**src/common/fdc_pkg.sv**
```systemverilog
// constants and types of the frequency data cycle controller
package fdc_pkg;
  localparam int          DIGIT_W    = 4;
  localparam int          DIGITS     = 8;
  localparam int          WORD_W     = 32;
  localparam int          ADDR_W     = 4;
  localparam int          CNT_W      = 4;
  localparam int          RES_W      = 3;
  localparam int          NNUM_W     = 12;
  localparam int          MNUM_W     = 20;
  localparam int          DAC_W      = 16;
  // copy phase: eight digit shifts plus one clock latching the decode
  localparam logic [3:0]  COPY_CLKS  = 4'h9;
  localparam logic [3:0]  DIV_CLKS   = 4'h8;
  localparam logic [3:0]  DIGIT_MAX  = 4'h9;
  // register offsets (byte addresses)
  localparam logic [3:0]  OFF_CTRL   = 4'h0;
  localparam logic [3:0]  OFF_STAT   = 4'h4;
  localparam logic [3:0]  OFF_FREQ   = 4'h8;
  localparam logic [3:0]  OFF_TUNE   = 4'hc;
  // control field layout and reset value
  localparam int          CTRL_RES_LSB = 0;
  localparam int          CTRL_TEST_BIT = 3;
  localparam logic [3:0]  CTRL_RST   = 4'h0;
  // frequency limits and band edges, packed decimal in kHz
  localparam logic [31:0] FREQ_MIN   = 32'h02000000;
  localparam logic [31:0] FREQ_MAX   = 32'h18000000;
  localparam logic [31:0] BAND1_TOP  = 32'h06200000;
  localparam logic [31:0] BAND2_TOP  = 32'h12400000;
  localparam logic [1:0]  BAND_1     = 2'h1;
  localparam logic [1:0]  BAND_2     = 2'h2;
  localparam logic [1:0]  BAND_3     = 2'h3;
  typedef enum logic [1:0] {ST_IDLE, ST_SHIFT, ST_DIVIDE, ST_DECIDE}
    fdc_state_e;
endpackage

```
**src/rtl/fdc_div_digit.sv**
```systemverilog
// one decimal digit step of the divide-by-band-number chain
`timescale 1ns/1ns
module fdc_div_digit
  import fdc_pkg::*;
(
  input  wire logic [1:0]         rem_i,
  input  wire logic [DIGIT_W-1:0] digit_i,
  input  wire logic [1:0]         divisor_i,
  output wire logic [DIGIT_W-1:0] quot_o,
  output wire logic [1:0]         rem_o
);
  wire logic [4:0] part_w;
  wire logic [4:0] div_w;
  wire logic [4:0] q_w;
  wire logic [4:0] r_w;

  // partial dividend stays at or below 29 for decimal digits, so five bits suffice
  assign part_w = 5'(rem_i) * 5'h0a + 5'(digit_i);
  assign div_w  = (divisor_i == 2'h0) ? 5'h01 : 5'(divisor_i);
  assign q_w    = part_w / div_w;
  assign r_w    = part_w % div_w;
  assign quot_o = q_w[DIGIT_W-1:0];
  assign rem_o  = r_w[1:0];
endmodule // fdc_div_digit

```
**src/rtl/fdc_loop_decode.sv**
```systemverilog
// tuning register decode into loop divider numbers and pretune word
`timescale 1ns/1ns
module fdc_loop_decode
  import fdc_pkg::*;
(
  input  wire logic              sys_clk_i,
  input  wire logic              reset_i,
  input  wire logic              load_i,
  input  wire logic [WORD_W-1:0] tune_i,
  output logic      [NNUM_W-1:0] n_num_o,
  output logic      [MNUM_W-1:0] m_num_o,
  output logic      [MNUM_W-1:0] lsl_word_o,
  output logic      [DAC_W-1:0]  dac_word_o
);
  // digits above 100 MHz set the main divider, the rest the fine loop
  always_ff @(posedge sys_clk_i) begin
    if (reset_i) begin
      n_num_o    <= '0;
      m_num_o    <= '0;
      lsl_word_o <= '0;
      dac_word_o <= '0;
    end else if (load_i) begin
      n_num_o    <= tune_i[31:20];
      m_num_o    <= tune_i[19:0];
      lsl_word_o <= tune_i[19:0];
      dac_word_o <= tune_i[31:16];
    end
  end
endmodule // fdc_loop_decode

```
**src/rtl/fdc_cycle_ctrl.sv**
```systemverilog
// frequency data cycle datapath and sequencer
`timescale 1ns/1ns
module fdc_cycle_ctrl
  import fdc_pkg::*;
(
  input  wire logic              sys_clk_i,
  input  wire logic              reset_i,
  input  wire logic [ADDR_W-1:0] addr_i,
  input  wire logic [WORD_W-1:0] wdata_i,
  input  wire logic              wr_i,
  input  wire logic              rd_i,
  output logic      [WORD_W-1:0] rdata_o,
  input  wire logic              enc_a_i,
  input  wire logic              enc_b_i,
  input  wire logic              test_cycle_i,
  output logic      [WORD_W-1:0] display_o,
  output logic      [1:0]        band_o,
  output logic                   err_o,
  output logic                   busy_o,
  output logic      [NNUM_W-1:0] n_num_o,
  output logic      [MNUM_W-1:0] m_num_o,
  output logic      [MNUM_W-1:0] lsl_word_o,
  output logic      [DAC_W-1:0]  dac_word_o
);
  fdc_state_e        state_reg;
  fdc_state_e        state_next;
  logic [CNT_W-1:0]  cnt_reg;
  logic [WORD_W-1:0] work_reg;
  logic [WORD_W-1:0] div_reg;
  logic [WORD_W-1:0] quot_reg;
  logic [WORD_W-1:0] tune_reg;
  logic [WORD_W-1:0] remote_reg;
  logic [3:0]        ctrl_reg;
  logic              carry_reg;
  logic [1:0]        rem_reg;
  logic              enc_a_reg;
  logic              knob_pend_reg;
  logic              knob_dir_reg;
  logic              remote_pend_reg;
  logic              retry_reg;
  logic              retry_res_reg;
  logic              dir_reg;
  logic              step_en_reg;
  logic [RES_W-1:0]  step_pos_reg;
  logic              tune_load_reg;

  // register decode
  wire logic              wr_ctrl_w;
  wire logic              wr_freq_w;
  wire logic              knob_evt_w;
  wire logic              knob_up_w;
  wire logic              start_w;
  wire logic              take_remote_w;
  wire logic              take_knob_w;
  wire logic [RES_W-1:0]  res_sel_w;
  wire logic              test_en_w;
  wire logic [DIGIT_W-1:0] in_digit_w;
  wire logic              hit_w;
  wire logic              cin_w;
  wire logic [DIGIT_W-1:0] sum_w;
  wire logic              cout_w;
  wire logic              err_low_w;
  wire logic              err_high_w;
  wire logic              err_w;
  wire logic [1:0]        band_w;
  wire logic [DIGIT_W-1:0] q_digit_w;
  wire logic [1:0]        rem_next_w;
  wire logic              shift_last_w;
  wire logic              div_last_w;
  wire logic [WORD_W-1:0] rd_mux_w;
  wire logic [WORD_W-1:0] status_w;

  assign wr_ctrl_w = wr_i && (addr_i == OFF_CTRL);
  assign wr_freq_w = wr_i && (addr_i == OFF_FREQ);
  assign res_sel_w = ctrl_reg[CTRL_RES_LSB +: RES_W];
  assign test_en_w = ctrl_reg[CTRL_TEST_BIT] | test_cycle_i;

  // knob: a rising phase-a edge is one detent, phase b gives the sense
  assign knob_evt_w = enc_a_i && !enc_a_reg;
  assign knob_up_w  = !enc_b_i;

  // a start takes remote first, then retries, then knob, then test mode
  assign start_w = (state_reg == ST_IDLE) &&
                   (remote_pend_reg || retry_reg || knob_pend_reg ||
                    test_en_w);
  assign take_remote_w = start_w && remote_pend_reg;
  assign take_knob_w   = start_w && !remote_pend_reg && !retry_reg &&
                         knob_pend_reg;

  // digit-serial plus/minus one adder, lowest digit leaves first
  assign in_digit_w = work_reg[DIGIT_W-1:0];
  assign hit_w  = step_en_reg && (cnt_reg == 4'(step_pos_reg));
  assign cin_w  = hit_w | carry_reg;
  assign sum_w  = !cin_w ? in_digit_w :
                  dir_reg ? ((in_digit_w == DIGIT_MAX) ? 4'h0 :
                             in_digit_w + 4'h1) :
                            ((in_digit_w == 4'h0) ? DIGIT_MAX :
                             in_digit_w - 4'h1);
  assign cout_w = cin_w && (dir_reg ? (in_digit_w == DIGIT_MAX) :
                                      (in_digit_w == 4'h0));

  // range and band decode of the stored word; packed decimal orders
  // the same as binary, so plain compares work
  assign err_low_w  = work_reg < FREQ_MIN;
  assign err_high_w = work_reg > FREQ_MAX;
  assign err_w      = err_low_w | err_high_w;
  assign band_w = (work_reg <= BAND1_TOP) ? BAND_1 :
                  (work_reg <= BAND2_TOP) ? BAND_2 : BAND_3;

  assign shift_last_w = (state_reg == ST_SHIFT) &&
                        (cnt_reg == COPY_CLKS - 4'h1);
  assign div_last_w   = (state_reg == ST_DIVIDE) &&
                        (cnt_reg == DIV_CLKS - 4'h1);

  // divider walks the copied word highest digit first
  fdc_div_digit u_div (
    .rem_i     (rem_reg),
    .digit_i   (div_reg[WORD_W-1 -: DIGIT_W]),
    .divisor_i (band_o),
    .quot_o    (q_digit_w),
    .rem_o     (rem_next_w)
  );

  assign status_w = {24'h000000, 2'h0, rem_reg != 2'h0, retry_reg,
                     band_o, err_o, busy_o};
  assign rd_mux_w = (addr_i == OFF_CTRL) ? {28'h0000000, ctrl_reg} :
                    (addr_i == OFF_STAT) ? status_w :
                    (addr_i == OFF_FREQ) ? work_reg :
                    (addr_i == OFF_TUNE) ? tune_reg : 32'h00000000;

  // sequencer
  always_comb begin
    state_next = state_reg;
    unique case (state_reg)
      ST_IDLE:   if (start_w) state_next = ST_SHIFT;
      ST_SHIFT:  if (shift_last_w) state_next = ST_DIVIDE;
      ST_DIVIDE: if (div_last_w) state_next = ST_DECIDE;
      ST_DECIDE: state_next = ST_IDLE;
    endcase
  end

  always_ff @(posedge sys_clk_i) begin
    if (reset_i) begin
      state_reg <= ST_IDLE;
      cnt_reg   <= '0;
    end else begin
      state_reg <= state_next;
      cnt_reg   <= (state_next != state_reg) ? '0 : cnt_reg + 4'h1;
    end
  end

  // bus registers and read data, one cycle after the strobe
  always_ff @(posedge sys_clk_i) begin
    if (reset_i) begin
      ctrl_reg   <= CTRL_RST;
      rdata_o    <= '0;
      remote_reg <= '0;
      enc_a_reg  <= 1'b0;
    end else begin
      enc_a_reg <= enc_a_i;
      rdata_o   <= rd_i ? rd_mux_w : '0;
      if (wr_ctrl_w) ctrl_reg <= wdata_i[3:0];
      if (wr_freq_w) remote_reg <= wdata_i;
    end
  end

  // pending requests: a new arrival wins over the clear at start
  always_ff @(posedge sys_clk_i) begin
    if (reset_i) begin
      remote_pend_reg <= 1'b0;
      knob_pend_reg   <= 1'b0;
      knob_dir_reg    <= 1'b0;
    end else begin
      if (wr_freq_w) remote_pend_reg <= 1'b1;
      else if (take_remote_w) remote_pend_reg <= 1'b0;
      if (knob_evt_w) begin
        knob_pend_reg <= 1'b1;
        knob_dir_reg  <= knob_up_w;
      end else if (take_knob_w) begin
        knob_pend_reg <= 1'b0;
      end
    end
  end

  // step setup at start; remainder retries keep the last sense, range retries step back into range
  always_ff @(posedge sys_clk_i) begin
    if (reset_i) begin
      dir_reg      <= 1'b1;
      step_en_reg  <= 1'b0;
      step_pos_reg <= '0;
    end else if (start_w) begin
      if (remote_pend_reg) begin
        step_en_reg <= 1'b0;
      end else if (retry_reg) begin
        step_en_reg  <= 1'b1;
        step_pos_reg <= retry_res_reg ? res_sel_w : '0;
        if (err_low_w) dir_reg <= 1'b1;
        else if (err_high_w) dir_reg <= 1'b0;
      end else if (knob_pend_reg) begin
        step_en_reg  <= 1'b1;
        step_pos_reg <= res_sel_w;
        dir_reg      <= knob_dir_reg;
      end else begin
        step_en_reg <= 1'b0;
      end
    end
  end

  // working register is kept through reset; it is never cleared here
  always_ff @(posedge sys_clk_i) begin
    if (take_remote_w) begin
      work_reg <= remote_reg;
    end else if (state_reg == ST_SHIFT && cnt_reg < DIV_CLKS) begin
      work_reg <= {sum_w, work_reg[WORD_W-1:DIGIT_W]};
    end
  end

  // adder carry, divider copy and display shift in lockstep
  always_ff @(posedge sys_clk_i) begin
    if (reset_i) begin
      carry_reg <= 1'b0;
      div_reg   <= '0;
      display_o <= '0;
      quot_reg  <= '0;
      rem_reg   <= '0;
      err_o     <= 1'b0;
      band_o    <= BAND_1;
    end else begin
      if (state_reg == ST_SHIFT && cnt_reg < DIV_CLKS) begin
        carry_reg <= cout_w;
        div_reg   <= {sum_w, div_reg[WORD_W-1:DIGIT_W]};
        display_o <= {sum_w, display_o[WORD_W-1:DIGIT_W]};
      end else begin
        carry_reg <= 1'b0;
      end
      if (shift_last_w) begin
        err_o   <= err_w;
        band_o  <= band_w;
        rem_reg <= 2'h0;
      end
      if (state_reg == ST_DIVIDE) begin
        div_reg  <= {div_reg[WORD_W-DIGIT_W-1:0], 4'h0};
        quot_reg <= {quot_reg[WORD_W-DIGIT_W-1:0], q_digit_w};
        rem_reg  <= rem_next_w;
      end
    end
  end

  // decision after division
  always_ff @(posedge sys_clk_i) begin
    if (reset_i) begin
      retry_reg     <= 1'b0;
      retry_res_reg <= 1'b0;
      tune_load_reg <= 1'b0;
      tune_reg      <= '0;
      busy_o        <= 1'b0;
    end else begin
      busy_o        <= state_next != ST_IDLE;
      tune_load_reg <= 1'b0;
      if (start_w) retry_reg <= 1'b0;
      if (state_reg == ST_DECIDE) begin
        if (err_o) begin
          retry_reg     <= 1'b1;
          retry_res_reg <= 1'b1;
        end else if (rem_reg != 2'h0) begin
          retry_reg     <= 1'b1;
          retry_res_reg <= 1'b0;
        end else begin
          tune_reg      <= quot_reg;
          tune_load_reg <= 1'b1;
        end
      end
    end
  end

  fdc_loop_decode u_loop (
    .sys_clk_i  (sys_clk_i),
    .reset_i    (reset_i),
    .load_i     (tune_load_reg),
    .tune_i     (tune_reg),
    .n_num_o    (n_num_o),
    .m_num_o    (m_num_o),
    .lsl_word_o (lsl_word_o),
    .dac_word_o (dac_word_o)
  );
endmodule // fdc_cycle_ctrl

```
**config.mk**
```make
export PLATFORM = sky130hd
export DESIGN_NAME = fdc_cycle_ctrl
export DESIGN_NICKNAME = d
export VERILOG_FILES = /design/src/common/fdc_pkg.sv /design/src/rtl/fdc_div_digit.sv /design/src/rtl/fdc_loop_decode.sv /design/src/rtl/fdc_cycle_ctrl.sv
export SDC_FILE = /design/constraint.sdc
export NUM_CORES = 1
export LEC_CHECK = 0
export ABC_AREA = 1
export BUFFER_PORTS_ARGS = -buffer_cell sky130_fd_sc_hd__buf_2
export CAP_MARGIN = 20
export CORE_MARGIN = 1.5
export CORE_UTILIZATION = 55
export CTS_CLUSTER_SIZE = 8
export DETAILED_ROUTE_END_ITERATION = 12
export GPL_TIMING_DRIVEN = 0
export PLACE_DENSITY = 0.83
export SLEW_MARGIN = 10
export SYNTH_ARGS = -nofsm -noshare
export SYNTH_HDL_FRONTEND = slang
export SYNTH_HIERARCHICAL = 1
export SYNTH_SLANG_ARGS = --single-unit
```
**constraint.sdc**
```tcl
create_clock -name sys_clk_i -period 7.9 [get_ports sys_clk_i]
set_clock_uncertainty 0.2 [all_clocks]
set_input_delay 1.58 -clock sys_clk_i [delete_from_list [all_inputs] [get_ports sys_clk_i]]
set_output_delay 1.58 -clock sys_clk_i [all_outputs]
set_load 0.01 [all_outputs]
```
* Word level (Yosys, flattened, before mapping)
Cells that the tools add are included.
Operators by class: reductions and logical operators 44, div/mod/pow operators 2, mux-type cells 43, shift operators 0, eq/ne operators 12, $lt $le $gt $ge 5, multiply operators 1, bitwise logic cells 9, $add $sub $neg 4
Operator list (count):
- 32-bit 2-to-1 mux | 6
- 32-bit by 29-bit > comparator with 1-bit output, second input constant | 1
- 32-bit by 27-bit <= comparator with 1-bit output, second input constant | 1
- 32-bit by 29-bit <= comparator with 1-bit output, second input constant | 1
- 32-bit by 26-bit less-than comparator with 1-bit output, second input constant | 1
- 1-bit 2-to-1 mux | 20
- 4-bit 2-to-1 mux | 5
- 2-bit nonzero test | 9
- 4-bit == test, second input constant | 4
- 2-bit 2-to-1 mux | 7
- 1-bit logical AND | 13
- 3-bit 2-to-1 mux | 3
- 4-bit by 1-bit adder with 4-bit output, second input constant | 2
- 4-bit by 3-bit == test with 1-bit output, second input constant | 2
- 4-bit logical NOT | 2
- 2-bit case mux with 4 select lines | 1
- 2-bit OR reduction | 4
- 6-bit 2-to-1 mux | 1
- 1-bit NOT | 6
- 3-bit AND reduction | 2
- 3-bit OR reduction | 2
- 5-bit by 4-bit adder with 5-bit output | 1
- 5-bit by 5-bit divider with 5-bit output | 1
- 5-bit by 5-bit remainder unit with 5-bit output | 1
- other kinds (15) | 24
Storage, ports and cells: bits in read-only memories 0, memory bits (writable) 0, memories 0, word-level logic and storage cells 151, bits in latches 0, output and inout bits 136, flip-flop bits (word level) 301

* Longest topological paths before layout
depth after elaboration 9, mapped depth 38, depth with buffers taken out 38

* Hierarchy
Netlist, hierarchy kept.
By module, submodules not included:
- fdc_cycle_ctrl | area an instance 10197.3 sq um, instances 1, seq. area each 5385.2 sq um, cells an instance 1322
- fdc_loop_decode | area an instance 1609.0 sq um, instances 1, seq. area each 640.6 sq um, cells an instance 239
- fdc_div_digit | area an instance 754.5 sq um, instances 1, seq. area each 0.0 sq um, cells an instance 111

* Worst setup path before layout
OpenSTA, ideal clock, no wires.
path kind register to register, start register rem_reg[0], end register rem_reg[1], library setup time 132 ps, cell stages (with the launch flop) 35, arrival 5165 ps, path slack 2403 ps, required time 7568 ps, cells stage by stage dfxtp_1 -> ha_1 -> inv_1 -> fa_1 -> xnor2_1 -> ha_1 -> or2_2 -> fa_1 -> inv_1 -> nand2_2 -> nand2_1 -> nand2_1 -> ha_1 -> o21a_1 -> nor2_8 -> nand3_4 -> inv_1 -> nand2_1 -> o21ai_2 -> ha_1 -> inv_1 -> nor2_1 -> nor2_1 -> nand3_2 -> nand2_1 -> o21ai_2 -> ha_1 -> a21oi_1 -> nand2_1 -> nor2_2 -> nand3_2 -> nand2_1 -> nand2_1 -> nand2_1 -> a21oi_1
On the way: word-level cells in the longest chain between the ends 4
RTL lines:
- start, declared | line fdc_cycle_ctrl.sv:35 | logic [1:0] rem_reg;
- start signal, assigned | line fdc_cycle_ctrl.sv:244 | rem_reg <= rem_next_w;
- 2-bit by 3-bit multiplier with 4-bit output | line fdc_div_digit.sv:18 | assign part_w = 5'(rem_i) * 5'h0a + 5'(digit_i);
- 5-bit by 4-bit adder with 5-bit output | line fdc_div_digit.sv:18
- 5-bit by 5-bit remainder unit with 5-bit output | line fdc_div_digit.sv:21 | assign r_w = part_w % div_w;
- net rem_next_w[1] | line fdc_cycle_ctrl.sv:67 | wire logic [1:0] rem_next_w;
- 2-bit 2-to-1 mux | line fdc_cycle_ctrl.sv:241 | if (state_reg == ST_DIVIDE) begin
The timed path passes the listed nets, and every way through them passes these cells. A chain may end at the register's enable or synchronous reset.

* Final worst setup path
Same ends and word-level chain as after synthesis.

==> flow_metrics.py <==
metrics = {
    "outcome": {
        "status": "completed",
    },
    "placement": {
        "io_buffers": 177,
        "dp_cells": 2135,
        "dpl_worst_slack_ps": 1801,
        "routabilityCongestion": 0.9693,
        "post-dp-hpwl_um": 24770,
    },
    "synthesis": {
        "synth_edf_count": 32,
        "avgSynthCellArea_um2": 7.512,
        "synth_ff_type": "dfxtp_1",
        "yosysSeqAreaShare": 0.4797,
        "ys_types": 43,
        "yosysWarnings": 6,
        "ys_ff_latch": 285,
        "syn_inst": 1672,
        "netlist_area_um2": 12560,
        "syn-num-nets": 1732,
        "async_reset_ff_frac": 0,
    },
    "critical_path": {
        "critPathLaunchType": "flip-flop",
        "startpoint": "rem_reg[0]",
        "rr_worst_depth": 33,
        "cp.required_ps": 8070,
        "rr_startpoint": "rem_reg[0]",
        "endpoint_kind": "flip-flop",
        "cp-endpoint": "rem_reg[1]",
        "arrival_ps": 6370,
        "cpMostUsedCell": "nand2_1",
        "rr_endpoint": "rem_reg[1]",
        "worst_path_max_delay_cell": "dfxtp_1",
        "path_class": "reg -> reg",
        "max_stage_delay_ps": 410,
        "worst-path-max-fanout": 5,
        "r2r_setup_slack_ps": 1700,
    },
    "cts": {
        "post_cts_buffers": 0,
        "cts_root_buffer": "clkbuf_16",
        "cts_resized": 0,
        "cts_sinks": 285,
        "clk_latency_ps": 520,
        "hold_buffers": 0,
        "cts.htree.levels": 2,
        "cts_buffers": 41,
        "clk_pin_slew_ps": 50,
        "cts.path.max_buffers": 3,
        "cts_tree": "yes",
    },
    "die": {
        "pin_count": 179,
        "dieArea_um2": 23750,
        "dieHeight_um": 154.1,
        "die_x_um": 154.1,
        "initial_utilization": 0.5582,
        "rows": 55,
        "core-area_um2": 22500,
    },
    "min_path": {
        "hold_depth": 2,
        "hp-class": "reg -> reg",
    },
    "final_layout": {
        "layoutNonFillerInstCount": 2188,
        "drive_gt1_frac": 0.1892,
        "nets": 1953,
        "diodes": 0,
        "syn2layout_area_growth_pct": 18.89,
        "final_core_util": 0.6636,
    },
    "global_route": {
        "grt_antenna_before_repair": 0,
        "grt_max_degree": 20,
        "grt_pass1_vias": 10939,
        "gr-total-overflow": 0,
        "grt_pass1_wl_um": 53360,
        "gr-usage-all-layers": 0.2772,
    },
    "sta": {
        "hold_viol": 0,
        "setup_violations": 0,
        "finalMaxSlewViolations": 0,
        "setup_tns_ps": 0,
        "worst_pin_slew_ps": 846.4,
        "post-route-min-period_ps": 6204,
        "clock.fmax_ghz": 0.1612,
        "setup_slack_ps": 1696,
        "rsz0062_at_grt": "false",
        "period_share": 0.7853,
        "relSlewSlack": 0.4343,
    },
    "pwr": {
        "ir_worst_vdd_mv": 0.2287,
        "total_leakage_power_nw": 6.287,
        "power_mw": 3.416,
        "power_density_nw_per_um2": 228.8,
    },
    "detailed_routing": {
        "met3_wirelength_um": 2942,
        "drt_pass1_iterations": 6,
        "drc": 0,
        "final_antenna_net_count": 0,
        "wirelength_um": 33570,
        "via_per_inst": 5.371,
        "first_iter_violations": 1080,
        "met2_length_um": 15570,
        "routed.top_layer": "met4",
        "wl_met1_um": 13700,
        "routedWlPerCell_um": 15.34,
        "vias": 11752,
    },
    "run": {
        "cap_violations": 0,
    },
}
## cells by family after synthesis
family          synth area share
compound gates            0.1372
buf+inv                   0.1145
simple gates              0.2477
xor+xnor                0.002790
flops                     0.4797
fa+ha+maj                0.01813
## worst min-delay path by stage
stage | from | end | slack, ps
floorplan | remote_reg[28] | remote_reg[28] | 230
global placement | retry_res_reg | retry_res_reg | 250
detailed placement | retry_res_reg | retry_res_reg | 250
CTS | remote_reg[29] | remote_reg[29] | 260
global route | remote_reg[27] | remote_reg[27] | 280
finish | remote_reg[29] | remote_reg[29] | 260
## placed cells by master (no fill, tap or decap), types with 9 or more instances in the layout
cell / count
buf_2: 213
nand2_1: 352
buf_6: 12
nand3_1: 102
nand4_1: 9
clkbuf_16: 42
nor2_1: 231
inv_2: 9
o21ai_0: 81
buf_4: 42
inv_1: 176
o21ai_1: 24
clkbuf_1: 37
ha_1: 15
edfxtp_1: 32
nand2_2: 12
a21oi_1: 174
o22ai_1: 22
dfxtp_1: 253
## per-layer routing
metal / up-vias / GRT usage
met5: - / 0
met4: 0 / 0.1230
met3: 99 / 0.05271
met2: 565 / 0.4613
met1: 5319 / 0.3509
li1: 5769 / -
## report_power, final
group	internal, mW	switching [mW]
Combinational	0.112	0.222
Clock	0.955	0.591
Sequential	1.51	0.0301
Total	2.57	0.843
## cell usage after synthesis (3+ instances only)
library cell | count | area, µm²
nand4_1 | 9 | 56.30
buf_4 | 42 | 315.3
nand2_1 | 352 | 1321
nor2_4 | 3 | 33.78
inv_2 | 9 | 33.78
a22oi_1 | 4 | 30.03
nand3_2 | 4 | 40.04
nor3_1 | 4 | 20.02
buf_2 | 36 | 180.2
nor2_2 | 7 | 43.79
edfxtp_1 | 32 | 960.9
o21ai_1 | 24 | 120.1
buf_6 | 12 | 135.1
nand2_2 | 12 | 75.07
a31oi_1 | 5 | 31.28
o22ai_1 | 22 | 137.6
ha_1 | 15 | 187.7
a21oi_1 | 174 | 870.8
inv_1 | 176 | 660.6
nor2_1 | 231 | 867.1
a221oi_1 | 3 | 26.28
o21ai_0 | 81 | 405.4
clkbuf_1 | 28 | 105.1
a211oi_1 | 7 | 52.55
nand3_1 | 102 | 510.5
dfxtp_1 | 253 | 5065
## cell type report
cell class | instances | area [µm²]
Tap cell | 285 | 356.6
Buffer | 119 | 739.5
Timing Repair Buffer | 178 | 900.9
Clock buffer | 52 | 1099
Multi-Input combinational cell | 1082 | 5097
Clock inverter | 1 | 16.27
Fill cell | 1811 | 7570
Inverter | 186 | 698.2
Sequential cell | 285 | 6026
## critical path, delay by kind of cell (launching register included)
family | cells | cell delay [ps]
fa+ha+maj | 7 | 2110
simple gates | 16 | 1990
compound gates | 5 | 720
flops | 1 | 410
buf+inv | 4 | 360
xor+xnor | 1 | 240
## through the flow
step | cell area, µm² | hold WS, ps
floorplan | 12560 | 229.3
global placement | 13800 | 246.5
detailed placement | 13820 | 249.4
CTS | 14930 | 261.2
global route | 14930 | 279.2
finish | 14930 | 258.9
Note: power is estimated with default switching activity, not from simulation.
